## src/rtl/sleep_seq_regs.vh

```
// timing, state and register constants for the sleep-state power sequencer
`ifndef SLEEP_SEQ_REGS_VH
`define SLEEP_SEQ_REGS_VH
// clock rate in kHz (250 MHz)
`define CLK_KHZ 250000
// nominal times
`define GLITCH_NS 2000
`define SLEEP_DELAY_US 200
`define QUAL_MS 25
`define VID_POWER_GOOD_DELAY_US 1000
// derived cycle counts
`define GLITCH_CYC (`GLITCH_NS * `CLK_KHZ / 1000000)
`define SLEEP_DELAY_CYC (`SLEEP_DELAY_US * `CLK_KHZ / 1000)
`define QUAL_CYC (`QUAL_MS * `CLK_KHZ)
`define VID_POWER_GOOD_DELAY_CYC (`VID_POWER_GOOD_DELAY_US * `CLK_KHZ / 1000)
// apb register offsets
`define CTRL_OFS 12'h000
`define STATUS_OFS 12'h004
`define VID_DLY_OFS 12'h008
// control fields
`define CTRL_ALT_BIT 0
`define CTRL_RESET 32'h00000000
// operating state encodings
`define ST_BOOT 3'h0
`define ST_QUAL 3'h1
`define ST_ACTIVE 3'h2
`define ST_WAIT 3'h3
`define ST_SUSP 3'h4
`define ST_SOFTOFF 3'h5
`endif

```

## src/rtl/pin_filter.v

```verilog
// three-stage synchroniser followed by a persistence filter
module pin_filter #(
	parameter integer FILT_CYC = 500,
	parameter integer CW = 12
)
(
	// clock and reset
	input wire pclk,
	input wire presetn,
	// pin in, filtered level out
	input wire pin,
	output reg level_r
);
	// sync stages; stage one only feeds stage two
	reg s1_r;
	reg s2_r;
	reg s3_r;
	// persistence counter
	reg [CW-1:0] cnt_r;

	// synchroniser and filter; idle level high (pull-up)
	always @(posedge pclk or negedge presetn)
	begin
		if (!presetn)
		begin
			s1_r <= 1'b1;
			s2_r <= 1'b1;
			s3_r <= 1'b1;
			cnt_r <= {CW{1'b0}};
			level_r <= 1'b1;
		end
		else
		begin
			s1_r <= pin;
			s2_r <= s1_r;
			s3_r <= s2_r;
			// restart when stages disagree or level matches
			if (s2_r != s3_r || s3_r == level_r)
				cnt_r <= {CW{1'b0}};
			else if (cnt_r == FILT_CYC[CW-1:0])
			begin
				// persisted past the window; accept
				level_r <= s3_r;
				cnt_r <= {CW{1'b0}};
			end
			else
				cnt_r <= cnt_r + {{(CW-1){1'b0}}, 1'b1};
		end
	end
endmodule // pin_filter

```

## src/rtl/sleep_seq.v

```verilog
// sleep-state power sequencer with apb control and status
//
// Chosen here: the register addresses and the APB interface to the registers.
`include "sleep_seq_regs.vh"
module sleep_seq #(
	parameter integer QUAL_CYC = `QUAL_CYC,
	parameter integer VID_DLY_DEF = `VID_POWER_GOOD_DELAY_CYC,
	parameter integer SLEEP_CYC = `SLEEP_DELAY_CYC,
	parameter integer GLITCH_CYC = `GLITCH_CYC
)
(
	// clock and reset
	input wire pclk,
	input wire presetn,
	// apb slave
	input wire psel,
	input wire penable,
	input wire pwrite,
	input wire [11:0] paddr,
	input wire [31:0] pwdata,
	output reg [31:0] prdata,
	output reg pready,
	output reg pslverr,
	// chipset sleep requests, active low
	input wire suspend_ram_req_n,
	input wire soft_off_req_n,
	// analog comparator flags, high means good / tripped
	input wire standby5_supply_ok,
	input wire main33_supply_ok,
	input wire dual33_rail_ok,
	input wire dual5_rail_ok,
	input wire standby15_rail_ok,
	input wire vid12_rail_ok,
	input wire temp_fault_trip,
	input wire temp_shutdown_trip,
	input wire soft_start_low,
	// power switch and regulator controls
	output reg dual_active_drive_o,
	output reg dual_active_drive_oe,
	output reg dual33_standby_drive,
	output reg dual5_standby_switch,
	output reg vid12_enable,
	output reg standby15_enable,
	output reg vid_power_good,
	output reg fault
);
	// state machine register
	reg [2:0] state_r;
	reg [2:0] state_nxt;
	// shared interval counter (sleep delay and qualification)
	reg [23:0] tmr_r;
	reg [23:0] tmr_nxt;
	// vid good delay counter and programmed delay
	reg [23:0] vid_cnt_r;
	reg [23:0] vid_dly_r;
	// control register, bit 0 selects alternate 5V behaviour
	reg [31:0] ctrl_r;
	// filtered requests
	wire s3_n;
	wire s5_n;
	// synchronised comparator flags (3 stages each)
	reg [8:0] f1_r;
	reg [8:0] f2_r;
	reg [8:0] f3_r;
	// agreed flag level
	reg [8:0] fl_r;
	// combinational decodes
	wire in_active;
	wire in_sleep;
	wire kill;
	wire main_ok;
	wire fault_now;
	// apb strobes
	wire wr_en;
	wire rd_en;

	pin_filter #(.FILT_CYC(GLITCH_CYC), .CW(12)) u_filt_s3
	(
		.pclk(pclk),
		.presetn(presetn),
		.pin(suspend_ram_req_n),
		.level_r(s3_n)
	);
	pin_filter #(.FILT_CYC(GLITCH_CYC), .CW(12)) u_filt_s5
	(
		.pclk(pclk),
		.presetn(presetn),
		.pin(soft_off_req_n),
		.level_r(s5_n)
	);

	// flag synchronisers; a change counts when stage 2 and 3 agree
	always @(posedge pclk or negedge presetn)
	begin
		if (!presetn)
		begin
			f1_r <= 9'h000;
			f2_r <= 9'h000;
			f3_r <= 9'h000;
			fl_r <= 9'h000;
		end
		else
		begin
			f1_r <= {soft_start_low, temp_shutdown_trip, temp_fault_trip,
				vid12_rail_ok, standby15_rail_ok, dual5_rail_ok, dual33_rail_ok,
				main33_supply_ok, standby5_supply_ok};
			f2_r <= f1_r;
			f3_r <= f2_r;
			// bitwise: only bits where stages agree update
			fl_r <= (fl_r & ~(f2_r ~^ f3_r)) | (f3_r & (f2_r ~^ f3_r));
		end
	end

	// named flag views
	wire sb5_ok = fl_r[0];
	wire m33_ok = fl_r[1];
	wire d33_ok = fl_r[2];
	wire d5_ok = fl_r[3];
	wire sb15_ok = fl_r[4];
	wire vid_ok = fl_r[5];
	wire t_flt = fl_r[6];
	wire t_sd = fl_r[7];
	wire ss_low = fl_r[8];

	assign main_ok = m33_ok;
	assign kill = ss_low | t_sd;
	assign in_active = (state_r == `ST_ACTIVE) || (state_r == `ST_WAIT);
	assign in_sleep = (state_r == `ST_SUSP) || (state_r == `ST_SOFTOFF);

	// next state: decode of the filtered request pair
	always @*
	begin
		state_nxt = state_r;
		tmr_nxt = tmr_r;
		case (state_r)
			`ST_BOOT:
			begin
				tmr_nxt = 24'h000000;
				if (s3_n && s5_n)
					state_nxt = `ST_QUAL;
				else if (!s3_n && s5_n)
					state_nxt = `ST_SUSP;
				else if (!s3_n && !s5_n)
					state_nxt = `ST_SOFTOFF;
			end
			`ST_QUAL:
			begin
				// qualification timer, restarted by bad input
				if (!main_ok)
					tmr_nxt = 24'h000000;
				else if (tmr_r >= QUAL_CYC[23:0] - 24'h000001)
				begin
					state_nxt = `ST_ACTIVE;
					tmr_nxt = 24'h000000;
				end
				else
					tmr_nxt = tmr_r + 24'h000001;
				// request dropped during qualification returns to sleep
				if (!s3_n)
				begin
					state_nxt = s5_n ? `ST_SUSP : `ST_SOFTOFF;
					tmr_nxt = 24'h000000;
				end
			end
			`ST_ACTIVE:
			begin
				// suspend request low starts sleep delay
				tmr_nxt = 24'h000000;
				if (!s3_n)
					state_nxt = `ST_WAIT;
			end
			`ST_WAIT:
			begin
				if (s3_n)
				begin
					state_nxt = `ST_ACTIVE;
					tmr_nxt = 24'h000000;
				end
				else if (tmr_r >= SLEEP_CYC[23:0] - 24'h000001)
				begin
					// soft-off if its request is low
					state_nxt = s5_n ? `ST_SUSP : `ST_SOFTOFF;
					tmr_nxt = 24'h000000;
				end
				else
					tmr_nxt = tmr_r + 24'h000001;
			end
			`ST_SUSP:
			begin
				tmr_nxt = 24'h000000;
				if (s3_n && s5_n)
					state_nxt = `ST_QUAL;
			end
			`ST_SOFTOFF:
			begin
				tmr_nxt = 24'h000000;
				if (s3_n && s5_n)
					state_nxt = `ST_QUAL;
			end
			default:
			begin
				state_nxt = `ST_BOOT;
				tmr_nxt = 24'h000000;
			end
		endcase
	end

	// state held in boot until standby supply valid
	always @(posedge pclk or negedge presetn)
	begin
		if (!presetn)
		begin
			state_r <= `ST_BOOT;
			tmr_r <= 24'h000000;
		end
		else if (!sb5_ok)
		begin
			state_r <= `ST_BOOT;
			tmr_r <= 24'h000000;
		end
		else
		begin
			state_r <= state_nxt;
			tmr_r <= tmr_nxt;
		end
	end

	// fault sources: output, input undervoltage, temperature
	// dual 3.3V monitored regardless of state
	assign fault_now = t_flt | t_sd | !d33_ok | !sb15_ok
		| (in_active && !main_ok)
		| (state_r == `ST_ACTIVE && !vid_ok)
		| ((state_r == `ST_ACTIVE || state_r == `ST_SUSP
			|| (state_r == `ST_SOFTOFF && ctrl_r[`CTRL_ALT_BIT])) && !d5_ok);

	// output drives, all registered
	always @(posedge pclk or negedge presetn)
	begin
		if (!presetn)
		begin
			dual_active_drive_o <= 1'b0;
			dual_active_drive_oe <= 1'b1;
			dual33_standby_drive <= 1'b0;
			dual5_standby_switch <= 1'b0;
			vid12_enable <= 1'b0;
			standby15_enable <= 1'b0;
			fault <= 1'b0;
		end
		else
		begin
			// open-collector: only ever pulls low
			dual_active_drive_o <= 1'b0;
			dual_active_drive_oe <= kill || !in_active;
			dual33_standby_drive <= !kill && in_sleep;
			// base: 5V standby in suspend only
			dual5_standby_switch <= !kill && ((state_r == `ST_SUSP)
				|| (state_r == `ST_SOFTOFF && ctrl_r[`CTRL_ALT_BIT]));
			vid12_enable <= !kill && in_active;
			standby15_enable <= !kill && sb5_ok;
			fault <= !ss_low && sb5_ok && fault_now;
		end
	end

	// vid power-good with programmable delay
	always @(posedge pclk or negedge presetn)
	begin
		if (!presetn)
		begin
			vid_cnt_r <= 24'h000000;
			vid_power_good <= 1'b0;
		end
		else if (!vid_ok || !vid12_enable)
		begin
			vid_cnt_r <= 24'h000000;
			vid_power_good <= 1'b0;
		end
		else if (vid_cnt_r >= vid_dly_r)
			vid_power_good <= 1'b1;
		else
			vid_cnt_r <= vid_cnt_r + 24'h000001;
	end

	// apb: zero wait state, access phase answers
	assign wr_en = psel && penable && pwrite;
	assign rd_en = psel && !penable && !pwrite;

	// register writes
	always @(posedge pclk or negedge presetn)
	begin
		if (!presetn)
		begin
			ctrl_r <= `CTRL_RESET;
			vid_dly_r <= VID_DLY_DEF[23:0];
		end
		else if (wr_en)
		begin
			if (paddr == `CTRL_OFS)
				ctrl_r <= {31'h00000000, pwdata[`CTRL_ALT_BIT]};
			else if (paddr == `VID_DLY_OFS)
				vid_dly_r <= pwdata[23:0];
		end
	end

	// read data captured in setup so it stands in the access phase
	always @(posedge pclk or negedge presetn)
	begin
		if (!presetn)
		begin
			prdata <= 32'h00000000;
			pready <= 1'b0;
			pslverr <= 1'b0;
		end
		else
		begin
			// ready and error asserted for the access phase only
			pready <= psel && !penable;
			pslverr <= psel && !penable && paddr != `CTRL_OFS
				&& paddr != `STATUS_OFS && paddr != `VID_DLY_OFS;
			if (rd_en)
			begin
				case (paddr)
					`CTRL_OFS: prdata <= ctrl_r;
					`STATUS_OFS: prdata <= {16'h0000, fault, vid_power_good,
						fl_r[8:0], 2'b00, state_r};
					`VID_DLY_OFS: prdata <= {8'h00, vid_dly_r};
					default: prdata <= 32'h00000000;
				endcase
			end
		end
	end
endmodule // sleep_seq

```

## config.mk

```make
export PLATFORM = sky130hd
export DESIGN_NAME = sleep_seq
export DESIGN_NICKNAME = d
export VERILOG_FILES = /design/src/rtl/pin_filter.v /design/src/rtl/sleep_seq.v
export VERILOG_INCLUDE_DIRS = /design/src /design/src/rtl
export SDC_FILE = /design/constraint.sdc
export NUM_CORES = 1
export LEC_CHECK = 0
export BUFFER_PORTS_ARGS = -buffer_cell sky130_fd_sc_hd__buf_2
export CAP_MARGIN = 40
export CORE_MARGIN = 8
export CORE_UTILIZATION = 60
export CTS_CLUSTER_SIZE = 12
export DETAILED_ROUTE_END_ITERATION = 8
export PLACE_DENSITY = 0.8
export SLEW_MARGIN = 20
export SYNTH_ARGS = -nofsm -noshare
export SYNTH_HDL_FRONTEND = slang
export SYNTH_SLANG_ARGS = --single-unit
```

## constraint.sdc

```tcl
create_clock -name pclk -period 3.8 [get_ports pclk]
set_clock_uncertainty 0.15 [all_clocks]
set_input_delay 0.57 -clock pclk [delete_from_list [all_inputs] [get_ports pclk]]
set_output_delay 0.57 -clock pclk [all_outputs]
set_load 0.01 [all_outputs]
```

# ---- Yosys cells after proc, flatten, opt, wreduce, memory -nomap -nowiden
# Index checks and enable logic that the tools add are counted.
dict set report word_totals {
  ff_bits 185
  latch_bits 0
  ram_bits 0
  rom_bits 0
  input_bits 60
  output_inout_bits 42
  word_cells 154
  n_memories 0
}
dict set report op_classes {
  add_sub_neg 4
  multipliers 0
  div 0
  order_cmp 3
  eq_ne 22
  shifts 0
  muxes 29
  bitwise 15
  reduce_logical 52
}
# operator count
set op_table {}
lappend op_table {{two-way mux 24 bit} 8}
lappend op_table {{case mux 24 bit (3 select lines)} 1}
lappend op_table {{adder 24 x 1 -> 24 bit (second input constant)} 2}
lappend op_table {{two-way mux 12 bit} 4}
lappend op_table {{case mux 24 bit (2 select lines)} 1}
lappend op_table {{two-way mux 3 bit} 11}
lappend op_table {{adder 12 x 1 -> 12 bit (second input constant)} 2}
lappend op_table {{== test 12 x 9 -> 1 bit (second input constant)} 2}
lappend op_table {{>= comparator 24 x 16 -> 1 bit (second input constant)} 1}
lappend op_table {{>= comparator 24 x 23 -> 1 bit (second input constant)} 1}
lappend op_table {{>= comparator 24 bit} 1}
lappend op_table {{logical AND 1 bit} 20}
lappend op_table {{AND 9 bit} 2}
lappend op_table {{case mux 3 bit (5 select lines)} 1}
lappend op_table {{zero test 1 bit} 13}
lappend op_table {{== test 12 x 3 -> 1 bit (second input constant)} 1}
lappend op_table {{== test 12 x 4 -> 1 bit (second input constant)} 1}
lappend op_table {{zero test 12 bit} 1}
lappend op_table {{inequality test 12 x 3 -> 1 bit (second input constant)} 1}
lappend op_table {{inequality test 12 x 4 -> 1 bit (second input constant)} 1}
lappend op_table {{nonzero test 12 bit} 1}
lappend op_table {{logical OR 1 bit} 9}
lappend op_table {{NOT 9 bit} 1}
lappend op_table {{OR 9 bit} 1}
lappend op_table {{other kinds (21)} 38}

# ---- Longest topological paths before layout
dict set report logic_depth {
  depth_word 7
  ltp_mapped 9
  mapped_depth_nobuf 8
}

# ---- By module
# A second synthesis with hierarchy kept.
dict set report unflattened {
  cells_unflattened 828
  area_unflattened_um2 8356.8
}
# mod n_inst cells_per_inst area_each_um2 seq_area_each_um2
set by_module_without_submodules {}
lappend by_module_without_submodules {sleep_seq 1 682 6780.3 3638.5}
lappend by_module_without_submodules {pin_filter 2 73 788.3 405.4}

# ---- Worst setup path after synthesis
# No wires, ideal clock.
dict set report synth_timing {
  kind {reg-to-reg}
  from {register vid_dly_r[17]}
  to {register vid_cnt_r[1]}
  setup_ps 132
  t_arrival_ps 2232
  t_required_ps 3518
  path_slack_ps 1286
  stages_incl_launch_ff 10
  n_path_buf 1
  synth_period_minus_slack_ps 2514
  path_cell_list {dfstp_2 inv_1 ha_1 nand4_1 nor4_2 nand4_1 o211ai_2 buf_2 mux2i_1 nor2_1}
}
dict set report synth_between {
  elab_chain_len 2
}
# item line_no
set synth_rtl {}
lappend synth_rtl {{from (decl)} sleep_seq.v:55} ;# reg [23:0] vid_dly_r;
lappend synth_rtl {{from (signal assigned)} sleep_seq.v:293} ;# vid_dly_r <= VID_DLY_DEF[23:0];
lappend synth_rtl {{from (signal assigned)} sleep_seq.v:300} ;# vid_dly_r <= pwdata[23:0];
lappend synth_rtl {{>= comparator 24 bit} sleep_seq.v:277} ;# else if (vid_cnt_r >= vid_dly_r)
lappend synth_rtl {{inequality test 2 bit (no source line)} n/a}
lappend synth_rtl {{to (signal assigned)} sleep_seq.v:280} ;# vid_cnt_r <= vid_cnt_r + 24'h000001;
lappend synth_rtl {{to (decl)} sleep_seq.v:54} ;# reg [23:0] vid_cnt_r;
# Every way passes these cells.
# A chain may end at the register's enable or synchronous reset.

# ---- Worst setup path in the final report
# Ends and elaborated chain as after synthesis.

==> flow_metrics.tcl <==
set metrics [dict create \
    yosys_warnings 0 \
    hold_buffers 1 \
    wl_per_cell_um 16.1 \
    yosysTopAreaCell "dfrtp_1" \
    grt_overflow_total 0 \
    rr_startpoint "vid_dly_r[17]$_DFFE_PN1P_" \
    nets 983 \
    drv_cap 0 \
    irDropWorstVdd_v 0.000327 \
    coreArea_um2 13200 \
    die_width_um 132 \
    via_per_inst 5.62 \
    p_sw_uw 857 \
    cts_buffers 17 \
    cp_data_required_time_ps 3970 \
    cellLeakagePower_uw 0.00424 \
    ys.flop_type "dfrtp_1" \
    switching_share 0.215 \
    io_buffers 84 \
    start_kind "register" \
    seq_area_um2 4450 \
    cts_buffer_depth 2 \
    cts.sinks 177 \
    cp-startpoint "vid_dly_r[17]$_DFFE_PN1P_" \
    fillCellCount 977 \
    multi_input_area_um2 3320 \
    relSlewSlack 0.451 \
    first_pass_iters 7 \
    layout_commonest_cell "dfrtp_1" \
    grt_pass1_vias 6109 \
    min_path_type "primary input to register" \
    dp.cells 1049 \
    ant_nets 0 \
    grt_pass1_wl_mm 29.8 \
    grt_max_degree 81 \
    final_cell_mix "161 x dfrtp_1, 109 x nand2_1, 83 x buf_2" \
    synth-seq-cells 177 \
    rsz0062_at_grt "no" \
    syn_area_um2 8040 \
    fp.dieH_um 132 \
    antenna_found_initial 0 \
    dp_slack_ps 799 \
    worst_path_max_delay_cell "o211ai_2" \
    placementRows 42 \
    synth.area.top_cells "dfrtp_1 50%, dfstp_2 5.2%, nand2_1 5.1%, ha_1 4.7%, o21ai_0 4.4%" \
    io_pins 102 \
    critPathTopFamily "simple AND/OR/NAND/NOR gates" \
    p_int_uw 3130 \
    cts_resized 0 \
    slew_violations 0 \
    arrival_ps 3300 \
    gpl.final_weighted_congestion 0.831 \
    clkTransAtPathRegs_ps 70 \
    final_hold_viol_count 0 \
    critPathKind "register to register" \
    dp_hpwl_mm 11.9 \
    period_needed_ps 3140 \
    fmax_ghz 0.319 \
    clock-root-buffer "clkbuf_16" \
    cts_tree "done" \
    clk_latency_ps 430 \
    crit_fanout 19 \
    htreeDepth 4 \
    max_slew.worst_pin.slew_ps 821 \
    ys_types 59 \
    synth_edf_count 0 \
    power_density_nw_per_um2 427 \
    min_period_over_period 0.825 \
    worst-path-buf-inv 1 \
    critical_path.most_common_cell "nand4_1" \
    dieArea_um2 17400 \
    power_frac_seq 0.496 \
    routed_wl_mm 17.4 \
    end_kind "register" \
    outcome "finished clean" \
    cp_slowest_stage_delay_ps 740 \
    clkPwrFrac 0.460 \
    tns_ps 0 \
    async_flop_share 1.00 \
    syn_inst 800 \
    grt_util_all_layers 0.211 \
    layoutNonFillerInstCount 1082 \
    finalSetupViolCount 0 \
    seq_area_frac_synth 0.553 \
    vias 6076 \
    areaGrowthSynthToFinish_pct 16.1 \
    combPwrFrac 0.044 \
    cts_setup_buffers 0 \
    drc_errors 0 \
    drive_above_1_share 0.169 \
    path_cells "inv_1, ha_1, nand4_1, nor4_2, nand4_1, o211ai_2, mux2i_1, nor2_1" \
    drt_iter0_drc 440 \
    initial_utilization 0.610 \
    avgSynthCellArea_um2 10.1 \
    hp-start "suspend_ram_req_n" \
    synth.top_cell.area_share 0.501 \
    diodes 0 \
    fin_ws_ps 663 \
]
[routing by layer]
layer | global-route usage | routed length, um | vias to the layer above
met5 | 0 | 0 | -
met4 | 0.0785 | 327 | 0
met3 | 0.0545 | 1050 | 28
met2 | 0.331 | 8210 | 173
met1 | 0.276 | 7790 | 2935
li1 | - | - | 2940
[power groups by stage]
| stage | registers [uW] | clock network, uW | logic (uW) |
|---|---|---|---|
| CTS | 1980 | 1870 | 180 |
| detailed placement | 2010 | 0 | 178 |
| finish | 1980 | 1830 | 177 |
| floorplan | 2000 | 0 | 85.2 |
| global route | 1980 | 1940 | 201 |
| global placement | 2010 | 0 | 171 |
[logic make-up (layout without fill, tap and decap cells)]
logic type | count (synthesis) | after routing | synth area share
mux | 5 | 5 | 0.00669
flops | 177 | 177 | 0.553
buf+inv | 74 | 171 | 0.0394
other cells | 1 | 10 | 0.000466
compound gates | 153 | 153 | 0.114
fa+ha+maj | 39 | 39 | 0.0579
simple gates | 309 | 309 | 0.183
xor+xnor | 42 | 42 | 0.0457
[worst paths after layout]
path | cells past startpoint | slack [ps] | to
hold reg to reg | 0 | 200 | f2_r[7]$_DFF_PN0_
setup / recovery | 8 | 660 | vid_cnt_r[1]$_DFFE_PN0P_
max in group asynchronous | 4 | 2090 | vid_dly_r[4]$_DFFE_PN1P_
min in group asynchronous | 2 | 390 | u_filt_s5.cnt_r[8]$_DFF_PN0_
hold / removal | 1 | 80 | u_filt_s3.s1_r$_DFF_PN1_
setup reg to reg | 8 | 660 | vid_cnt_r[1]$_DFFE_PN0P_
[synthesized netlist by cell type (all sizes together), types with 13 or more instances]
master / n
o21ai: 79
dfstp: 16
clkbuf: 19
a21oi: 32
buf: 13
xor2: 22
inv: 42
dfrtp: 161
nand3: 25
xnor2: 20
or3: 17
nor2: 82
ha: 30
a22oi: 16
nand4: 18
nand2: 109
[through the flow]
step | util | total power, uW | instance area [um^2] | hold slack [ps]
2_1_floorplan | - | 2080 | 8080 | 124
3_3_place_gp | 0.655 | 2180 | 8640 | 182
3_5_place_dp | 0.660 | 2190 | 8700 | 185
4_1_cts | 0.708 | 4030 | 9330 | 65.3
5_1_grt | 0.708 | 4130 | 9330 | 69.2
6_report | 0.708 | 3990 | 9330 | 79.3
[final cells by class]
type,count,area share
Clock buffer,22,0.0497
Clock inverter,10,0.0170
Inverter,42,0.0169
Multi-Input combinational cell,558,0.355
Sequential cell,177,0.477
Tap cell,176,0.0236
Timing Repair Buffer,97,0.0607
[worst register-to-register path, stage by stage, from the launching register on]
cell,delay (ps)
dfstp_2,520
inv_1,60
ha_1,310
nand4_1,180
nor4_2,420
nand4_1,290
o211ai_2,740
mux2i_1,290
nor2_1,60
[state kept, by name, summed over array words and instances (netlist names), 9 cells and up, named ones only]
name	flops
u_filt_s5.cnt_r	12
f3_r	9
f2_r	9
vid_cnt_r	24
u_filt_s3.cnt_r	12
prdata	24
f1_r	9
tmr_r	24
vid_dly_r	24
No activity file was read; power rests on OpenSTA's default activity.
